### config.mk
export PLATFORM = sky130hd
export DESIGN_NAME = two_wire_slave_port
export DESIGN_NICKNAME = d
export VERILOG_FILES = /design/src/twi_pkg.sv /design/src/twi_line_sync.sv /design/src/two_wire_slave_port.sv
export SDC_FILE = /design/constraint.sdc
export NUM_CORES = 1
export LEC_CHECK = 0
export ABC_AREA = 1
export BUFFER_PORTS_ARGS = -buffer_cell sky130_fd_sc_hd__clkbuf_2
export CAP_MARGIN = 20
export CORE_ASPECT_RATIO = 1.75
export CORE_MARGIN = 2
export CORE_UTILIZATION = 58
export CTS_BUF_LIST = sky130_fd_sc_hd__clkbuf_8
export CTS_CLUSTER_DIAMETER = 150
export DETAILED_ROUTE_END_ITERATION = 10
export GPL_TIMING_DRIVEN = 0
export PLACE_DENSITY = 0.81
export SLEW_MARGIN = 15
export SYNTH_ARGS = -nofsm -noshare
export SYNTH_HDL_FRONTEND = slang
export SYNTH_SLANG_ARGS = --single-unit
### constraint.sdc
create_clock -name sys_clk_i -period 2.3 [get_ports sys_clk_i]
set_clock_uncertainty 0.15 [all_clocks]
set_input_delay 0.46 -clock sys_clk_i [delete_from_list [all_inputs] [get_ports sys_clk_i]]
set_output_delay 0.46 -clock sys_clk_i [all_outputs]
set_load 0.05 [all_outputs]
### src/twi_pkg.sv
// constants shared by the two-wire slave port
package twi_pkg;
   // device identifier nibble in the upper bits of the first byte (arbitrary)
   localparam logic [3:0] DEV_ID_DEFAULT = 4'hb;
   localparam int         ADDR_BITS      = 3;
   localparam int         BYTE_BITS      = 8;
   localparam logic [3:0] BIT_LAST       = 4'h7;
   localparam logic [3:0] BIT_ACK        = 4'h8;
   localparam logic [3:0] BIT_FIRST      = 4'h0;
   // master bus rates the port is built for, and the system clock
   localparam int         STD_RATE_KHZ   = 100;
   localparam int         FAST_RATE_KHZ  = 400;
   localparam int         SYS_CLK_MHZ    = 250;
   // system cycles per half period of fast scl, must exceed sync latency
   localparam int         FAST_HALF_CYC  = (SYS_CLK_MHZ * 1000) /
                                           (FAST_RATE_KHZ * 2);
   localparam int         SYNC_LAT_CYC   = 3;
endpackage

### src/twi_line_sync.sv
// two-stage synchroniser with edge detection for scl and sda
`timescale 1ns/1ps
`default_nettype none
module twi_line_sync (
   // clock and reset
   input  wire logic sys_clk_i,
   input  wire logic rst_i,
   // raw line
   input  wire logic line_i,
   // synchronised level and edges
   output logic      level_o,
   output logic      rise_o,
   output logic      fall_o
);
   logic meta_reg;
   logic meta_next;
   logic sync_reg;
   logic sync_next;
   logic last_reg;
   logic last_next;

   always_comb begin
      meta_next = line_i;
      sync_next = meta_reg;
      last_next = sync_reg;
   end

   // idle bus is high, so reset to one
   always_ff @(posedge sys_clk_i or posedge rst_i) begin
      if (rst_i) begin
         meta_reg <= 1'b1;
         sync_reg <= 1'b1;
         last_reg <= 1'b1;
      end else begin
         meta_reg <= meta_next;
         sync_reg <= sync_next;
         last_reg <= last_next;
      end
   end

   assign level_o = last_reg;
   assign rise_o  = sync_reg & ~last_reg;
   assign fall_o  = ~sync_reg & last_reg;
endmodule
`default_nettype wire

### src/two_wire_slave_port.sv
// two-wire bus slave port with address match and eeprom-busy refusal
`timescale 1ns/1ps
`default_nettype none
// Contract
// - bytes per transfer are unlimited; the master decides the count.
// - data moves in bytes; the receiver acknowledges in a ninth slot.
// - port works with 100 kHz and 400 kHz master clocks.
// - an addressed receiver acknowledges each full byte.
// - acknowledger holds sda low over the whole ack clock high phase.
// - during eeprom write every request gets not-acknowledge.
// - after master not-acknowledge the device releases sda high.
// - in writes, address then data; device acknowledges every byte.
// - transfer ends by stop or repeated start; repeated start restarts.
// - start and stop frame transfers; address compared after first byte.
// - on read direction the device drives data on sda.
// - first byte is identifier, programmable address and direction bit.
// - three address-select bits allow eight devices on one bus.
// - sda falling with scl high is start, rising is stop.
// - sda changes only while scl low; one clock pulse per bit.
// - with eeprom write control clear, register writes start eeprom busy.
module two_wire_slave_port #(
   parameter logic [3:0] DEV_ID = twi_pkg::DEV_ID_DEFAULT
) (
   // clock and reset
   input  wire logic       sys_clk_i,
   input  wire logic       rst_i,
   // bus pins; scl is input only
   input  wire logic       scl_i,
   input  wire logic       sda_i,
   output logic            sda_o,
   output logic            sda_oe_o,
   // configuration
   input  wire logic [2:0] address_select_bits_i,
   input  wire logic       eeprom_write_control_i,
   input  wire logic       eeprom_busy_i,
   // register side
   output logic            wr_stb_o,
   output logic [7:0]      wr_data_o,
   output logic            first_o,
   output logic            rd_stb_o,
   input  wire logic [7:0] rd_data_i,
   output logic            eeprom_start_o
);
   typedef enum {ST_IDLE, ST_ADDR, ST_RX, ST_TX, ST_ACK_RX, ST_ACK_TX,
                 ST_IGNORE} state_t;

   logic scl_lvl;
   logic scl_rise;
   logic scl_fall;
   logic sda_lvl;
   logic sda_rise;
   logic sda_fall;

   // synchronised sampling keeps far above 400 kHz edge spacing
   twi_line_sync u_scl_sync (
      .sys_clk_i (sys_clk_i),
      .rst_i     (rst_i),
      .line_i    (scl_i),
      .level_o   (scl_lvl),
      .rise_o    (scl_rise),
      .fall_o    (scl_fall)
   );

   twi_line_sync u_sda_sync (
      .sys_clk_i (sys_clk_i),
      .rst_i     (rst_i),
      .line_i    (sda_i),
      .level_o   (sda_lvl),
      .rise_o    (sda_rise),
      .fall_o    (sda_fall)
   );

   // ----------------------------------------------------------------
   // state
   // ----------------------------------------------------------------
   state_t     state_reg;
   state_t     state_next;
   logic [3:0] bit_reg;
   logic [3:0] bit_next;
   logic [7:0] shift_reg;
   logic [7:0] shift_next;
   logic       ack_reg;
   logic       ack_next;
   logic       sda_oe_reg;
   logic       sda_oe_next;
   logic       wr_stb_reg;
   logic       wr_stb_next;
   logic [7:0] wr_data_reg;
   logic [7:0] wr_data_next;
   logic       first_reg;
   logic       first_next;
   logic       first_pend_reg;
   logic       first_pend_next;
   logic       rd_stb_reg;
   logic       rd_stb_next;
   logic       ee_reg;
   logic       ee_next;

   function automatic logic addr_match(input logic [7:0] b,
                                       input logic [2:0] sel);
      addr_match = (b[7:4] == DEV_ID) && (b[3:1] == sel);
   endfunction

   logic start_cond;
   logic stop_cond;
   // scl must be high in both stages, so a data change made together
   // with the scl fall is not taken for a start or a stop
   assign start_cond = sda_fall & scl_lvl & ~scl_fall;
   assign stop_cond  = sda_rise & scl_lvl & ~scl_fall;

   always_comb begin
      state_next      = state_reg;
      bit_next        = bit_reg;
      shift_next      = shift_reg;
      ack_next        = ack_reg;
      sda_oe_next     = sda_oe_reg;
      wr_stb_next     = 1'b0;
      wr_data_next    = wr_data_reg;
      first_next      = first_reg;
      first_pend_next = first_pend_reg;
      rd_stb_next     = 1'b0;
      ee_next         = 1'b0;
      if (start_cond) begin
         // start or repeated start reopens address phase
         state_next  = ST_ADDR;
         bit_next    = twi_pkg::BIT_FIRST;
         sda_oe_next = 1'b0;
      end else if (stop_cond) begin
         state_next  = ST_IDLE;
         sda_oe_next = 1'b0;
      end else begin
         case (state_reg)
            ST_ADDR, ST_RX: begin
               if (scl_rise) begin
                  shift_next = {shift_reg[6:0], sda_lvl};
                  bit_next   = bit_reg + 4'h1;
               end
               if (scl_fall && bit_reg == twi_pkg::BIT_ACK) begin
                  bit_next = twi_pkg::BIT_FIRST;
                  if (state_reg == ST_ADDR) begin
                     if (!addr_match(shift_reg, address_select_bits_i)) begin
                        state_next = ST_IGNORE;
                     end else if (eeprom_busy_i) begin
                        state_next = ST_IGNORE;
                     end else begin
                        sda_oe_next     = 1'b1;
                        ack_next        = shift_reg[0];
                        first_pend_next = 1'b1;
                        state_next      = ST_ACK_RX;
                     end
                  end else if (eeprom_busy_i) begin
                     state_next = ST_IGNORE;
                  end else begin
                     sda_oe_next  = 1'b1;
                     wr_stb_next  = 1'b1;
                     wr_data_next = shift_reg;
                     first_next   = first_pend_reg;
                     first_pend_next = 1'b0;
                     ee_next      = ~eeprom_write_control_i;
                     ack_next     = 1'b0;
                     state_next   = ST_ACK_RX;
                  end
               end
            end
            ST_ACK_RX: begin
               // release only after the ack pulse falls
               if (scl_fall) begin
                  if (ack_reg) begin
                     shift_next  = rd_data_i;
                     rd_stb_next = 1'b1;
                     sda_oe_next = ~rd_data_i[7];
                     state_next  = ST_TX;
                  end else begin
                     sda_oe_next = 1'b0;
                     state_next  = ST_RX;
                  end
               end
            end
            ST_TX: begin
               if (scl_fall) begin
                  if (bit_reg == twi_pkg::BIT_LAST) begin
                     sda_oe_next = 1'b0;
                     bit_next    = twi_pkg::BIT_FIRST;
                     state_next  = ST_ACK_TX;
                  end else begin
                     shift_next  = {shift_reg[6:0], 1'b0};
                     sda_oe_next = ~shift_reg[6];
                     bit_next    = bit_reg + 4'h1;
                  end
               end
            end
            ST_ACK_TX: begin
               if (scl_rise) begin
                  ack_next = sda_lvl;
               end
               if (scl_fall) begin
                  if (ack_reg) begin
                     state_next = ST_IGNORE;
                  end else begin
                     shift_next  = rd_data_i;
                     rd_stb_next = 1'b1;
                     sda_oe_next = ~rd_data_i[7];
                     state_next  = ST_TX;
                  end
               end
            end
            ST_IGNORE: begin
               sda_oe_next = 1'b0;
            end
            default: begin
               state_next  = ST_IDLE;
               sda_oe_next = 1'b0;
            end
         endcase
      end
   end

   always_ff @(posedge sys_clk_i or posedge rst_i) begin
      if (rst_i) begin
         state_reg      <= ST_IDLE;
         bit_reg        <= twi_pkg::BIT_FIRST;
         shift_reg      <= 8'h00;
         ack_reg        <= 1'b0;
         sda_oe_reg     <= 1'b0;
         wr_stb_reg     <= 1'b0;
         wr_data_reg    <= 8'h00;
         first_reg      <= 1'b0;
         first_pend_reg <= 1'b0;
         rd_stb_reg     <= 1'b0;
         ee_reg         <= 1'b0;
      end else begin
         state_reg      <= state_next;
         bit_reg        <= bit_next;
         shift_reg      <= shift_next;
         ack_reg        <= ack_next;
         sda_oe_reg     <= sda_oe_next;
         wr_stb_reg     <= wr_stb_next;
         wr_data_reg    <= wr_data_next;
         first_reg      <= first_next;
         first_pend_reg <= first_pend_next;
         rd_stb_reg     <= rd_stb_next;
         ee_reg         <= ee_next;
      end
   end

   // no scl output exists; sda is open drain, driven only low
   assign sda_o          = 1'b0;
   assign sda_oe_o       = sda_oe_reg;
   assign wr_stb_o       = wr_stb_reg;
   assign wr_data_o      = wr_data_reg;
   assign first_o        = first_reg;
   assign rd_stb_o       = rd_stb_reg;
   assign eeprom_start_o = ee_reg;
endmodule
`default_nettype wire

Yosys cells after proc, flatten, opt, wreduce, memory -nomap -nowiden:

Cells that the tools add are included.

* bits in registers: 65
* bits of input ports: 17
* output and inout bits: 14
* logic and storage cells: 158

* add/subtract/negate cells: 1
* equality and inequality tests: 37
* mux-type cells: 70
* bitwise operators: 20
* reduce and logical (&&, ||, !) cells: 13

Operators with widths (number)
* 32-bit two-way mux: 8
* 32-bit one-hot mux with 5 select lines: 1
* 32-bit by 2-bit == test with 1-bit output, second input constant: 3
* 32-bit by 3-bit == test with 1-bit output, second input constant: 3
* 8-bit two-way mux: 7
* 1-bit two-way mux: 40
* 32-bit by 1-bit == test with 1-bit output, second input constant: 1
* 8-bit one-hot mux with 4 select lines: 1
* 4-bit inequality test, second input constant: 7
* 4-bit two-way mux: 6
* 2-bit inequality test, second input constant: 11
* 6-bit AND reduction: 3
* 3-bit inequality test, second input constant: 5
* 1-bit inverter: 12
* 10-bit AND reduction: 1
* 1-bit AND: 8
* 4-bit == test, second input constant: 2
* 4-bit one-hot mux with 2 select lines: 1
* 8-bit AND reduction: 1
* 7-bit AND reduction: 1
* 5-bit inequality test, second input constant: 1
* 4-bit by 1-bit adder with 4-bit output, second input constant: 1
* 4-bit by 3-bit == test with 1-bit output, second input constant: 1
* 2-bit two-way mux: 2
* other kinds (11): 14

Logic depth before layout (Yosys ltp):

* depth after elaboration: 8
* depth in mapped cells: 12
* depth with buffers taken out: 12

Modules after synthesis:

A second synthesis with hierarchy kept.

* cell total of the unflattened synthesis: 274
* area, all modules: 2059.5 um^2

Modules (own cells, without submodules)
* two_wire_slave_port: instances 1, cells an instance 258, area an instance 1864.3 um^2, sequential area each 750.7 um^2
* twi_line_sync: instances 2, cells an instance 8, area an instance 97.6 um^2, sequential area each 78.8 um^2

Worst setup path after synthesis:

Ideal clock, no wire load.

* path type: register to register
* from: register u_sda_sync.sync_reg, in the netlist u_sda_sync.last_next
* to: register shift_reg[0]
* setup time: 0.117 ns
* arrival: 1.492 ns
* required time: 2.033 ns
* setup slack: 0.542 ns
* cell stages (with the launch flop): 10
* buffers on the path: 0
* period minus slack after synthesis: 1.758 ns
* cell sequence: dfstp_2 -> inv_1 -> nand4_1 -> nand2_1 -> inv_2 -> nand2_1 -> nor3_4 -> nand2_4 -> nand2_1 -> nand2_1

* word-level cells in the longest chain between the ends: 6
* elaborated cells on any way between the ends: 10
* classes of those cells: bitwise: 9; reduce/logical: 1

Ends and longest elaborated chain
* start, declared: line twi_line_sync.sv:17 `logic sync_reg;`
* start signal, assigned: line twi_line_sync.sv:36 `sync_reg <= sync_next;`
* 1-bit inverter: line twi_line_sync.sv:43 `assign fall_o = ~sync_reg & last_reg;`
* 1-bit AND: line twi_line_sync.sv:43
* 1-bit AND (2 in series): line two_wire_slave_port.sv:108 `assign start_cond = sda_fall & scl_lvl & ~scl_fall;`
* 1-bit inverter (no line)
* 10-bit AND reduction (no line) *
* end signal, assigned: line two_wire_slave_port.sv:234 `shift_reg <= shift_next;`
* end, declared: line two_wire_slave_port.sv:80 `logic [7:0] shift_reg;`

Mark *: on every way between the ends. The rest lies on a longest branch, timed or not.
A chain may end at the register's enable or synchronous reset.

Final worst setup path:

* from: register u_sda_sync.sync_reg, in the netlist u_sda_sync.last_next
* to: register shift_reg[6]

Same word-level chain as after synthesis.

==> metrics <==
synthesized cell area between 1500 and 2000 µm²; Final HPWL DP roughly 3400 µm; Worst Hold Class input pin to flop; hold buffers post-CTS 0; cell family contributing the most delay on the critical path simple AND/OR/NAND/NOR gates; number of global-route vias before repair 1,755; gr usage total 25.6%; min-delay src scl_i; pre-CTS setup slack between 200 and 300 ps; diode count 0; power per cell area about 960 nW/µm²; CP Class flop to flop; Synth Warn # 0; Final period util roughly nine tenths; peak supply drop slightly above 0.6 mV; Arr. time, crit path around 2100 ps; H-tree Lvls 2; CTS clk-pin slew, worst paths about 70 ps; Worst EP required 2340 ps; FILL cells roughly 300; status finished, final reports clean; fin area about 2300 µm²; Tmin final 2040 ps; antenna viol nets, final 0; setup TNS 0 ps; antenna violations before repair 0; Final Max Slew Viols 0; share of post-route cells with drive strength above 1 between 20% and 30%; post-DR wirelength/cell around 13 µm; PnR Total Power between 2 and 2.5 mW; DIE WIDTH 48.2 µm; initial core utilization about three fifths; CTS Buffer Depth 2; Rows 28; RD Place Congestion 0.931; Post CTS Setup Buffer Count 0; Mean Syn Cell Area between 7 and 8 µm²; pin count of the biggest net entering global routing 37; CP Launch Type flop; Synth Instances approximately 270; register area approximately 910 µm²; Leakage between 1 and 1.5 nW; number of synthesized flops with an enable pin 0; Fmax achieved approximately 0.49 GHz; worst r2r src u_sda_sync.last_next; global-route wire length before repair between 7000 and 8000 µm; Slowest cell on crit path dfstp_2; total CTS buffers 5; R2R Setup Slk between 200 and 300 ps; Max FO, Critical Path 9; library cells used by synthesis 29; slowest stage delay, CP between 500 and 600 ps; R2R Path End shift_reg[6]; die area between 3000 and 4000 µm²; I/O Buffers 29; Fin Hold WS 92.9 ps; Buf/Inv on CP 2; TritonCTS Sinks 36; DR vias/cell 5.19; Routed WL 4650 µm; hold endpoint u_scl_sync.meta_reg; Layout Nets approximately 330; CP Cell Sequence inv_1 > nand4_1 > nand2_1 > inv_2 > nand2_1 > nor3_4 > nand2_4 > nand2_1 > nand2_1; PostCTS Resize Cnt 0; top cell type's share of synthesized area 37.9%; Max-slew headroom approximately half; Placed Cells between 300 and 400; post-synth top area cell dfrtp_1; setup violators final 0; Core Area 3330 µm²; placed cell area around 2200 µm²; Fin. Hold Viols 0; asr flop ratio synth between 90% and 100%; Remaining DRCs 0; ranking of synthesized cells by area dfrtp_1, nand2_1, dfstp_2; I/O pin cnt 31; drt first pass iters 4; setup ws final between 200 and 300 ps; Most common cell on crit path nand2_1; Synth Register Bits 36; Finished Layout Cells between 300 and 400; final core utilization 68.5%; crit end category flop; worst r2r path cells 9; hold depth 1; Seq/Total Area, Yosys between 40% and 50%; via count ~1,800; Post-synth top flop dfrtp_1; clock root cell clkbuf_8; Worst-Skew Late Latency ~290 ps; post-synthesis net count 295; total gr overflow 0; synth-to-layout area growth 14.9%; worst slew pin tran around 750 ps; max-cap violation count 0; CTS tree done; RSZ-0062 raised after global routing false; DIE HEIGHT roughly 81 µm; First DRT Iteration DRCs 72; multi-input logic area approximately 890 µm²
==> kinds of logic (layout without fill, tap and decap cells) <==
group	count (synthesis)	in the layout	synth area share [%]
other	1	1	0.189
buffers and inverters	46	83	9.21
adders and majority gates	4	4	2.52
and+or+nand+nor	155	155	33.5
xor gates and xnor gates	2	2	0.883
AOI/OAI and AO/OA	30	30	7.89
DFF	36	36	45.8
==> routing by layer <==
layer  part of all wire, %  GRT usage, %
met1                    38          27.0
met2                    55          45.1
met3                   3.5          3.56
met4                   3.5          13.8
met5                     0             0
==> cell usage after synthesis, types with 3 or more instances <==
cell type	number
inv_1	32
inv_2	9
a21oi_1	5
nor2_2	3
nand2_1	100
o21ai_0	11
nor2_1	19
o21ai_1	11
dfstp_2	6
ha_1	4
nand3_1	23
dfrtp_1	30
==> report_power, final <==
group	switching [mW]	leakage (nW)	internal, mW	total [mW]
combinational	0.575	0.753	0.274	0.849
sequential	0.114	0.463	0.760	0.874
clock	0.233	0.0486	0.239	0.472
total	0.921	1.27	1.27	2.19
==> cell type report <==
cell class | count | share of cell area [%]
plain buffers | 5 | 1.26
flip-flops and latches | 36 | 39.9
clock inverters | 2 | 0.494
well taps | 45 | 2.47
inverters | 41 | 6.75
clock buffers | 6 | 3.62
multi-input cells | 192 | 39.2
repair buffers | 29 | 6.37
==> how the worst max path moves through the flow <==
stage | start | to | cells after the start
floorplan | u_sda_sync.last_next | shift_reg[0] | 9
global placement | u_sda_sync.last_next | shift_reg[2] | 9
detailed placement | u_sda_sync.last_next | shift_reg[0] | 9
CTS | u_sda_sync.last_next | shift_reg[0] | 9
global route | u_sda_sync.last_next | shift_reg[6] | 9
finish | u_sda_sync.last_next | shift_reg[6] | 9
==> layout by cell type, fill, tap and decap left out, types with 2 or more instances in the layout <==
| cell | n |
|---|---|
| nor2_2 | 3 |
| dfrtp_1 | 30 |
| a21oi_1 | 5 |
| buf_4 | 2 |
| o21ai_1 | 11 |
| clkbuf_8 | 6 |
| dfstp_2 | 6 |
| nand3_1 | 23 |
| o21ai_0 | 11 |
| nor3_1 | 2 |
| nand4_1 | 2 |
| ha_1 | 4 |
| nand2_1 | 100 |
| inv_1 | 32 |
| clkbuf_2 | 29 |
| nor2_1 | 19 |
| buf_2 | 2 |
| inv_2 | 10 |
(Power assumes the default switching activity.)
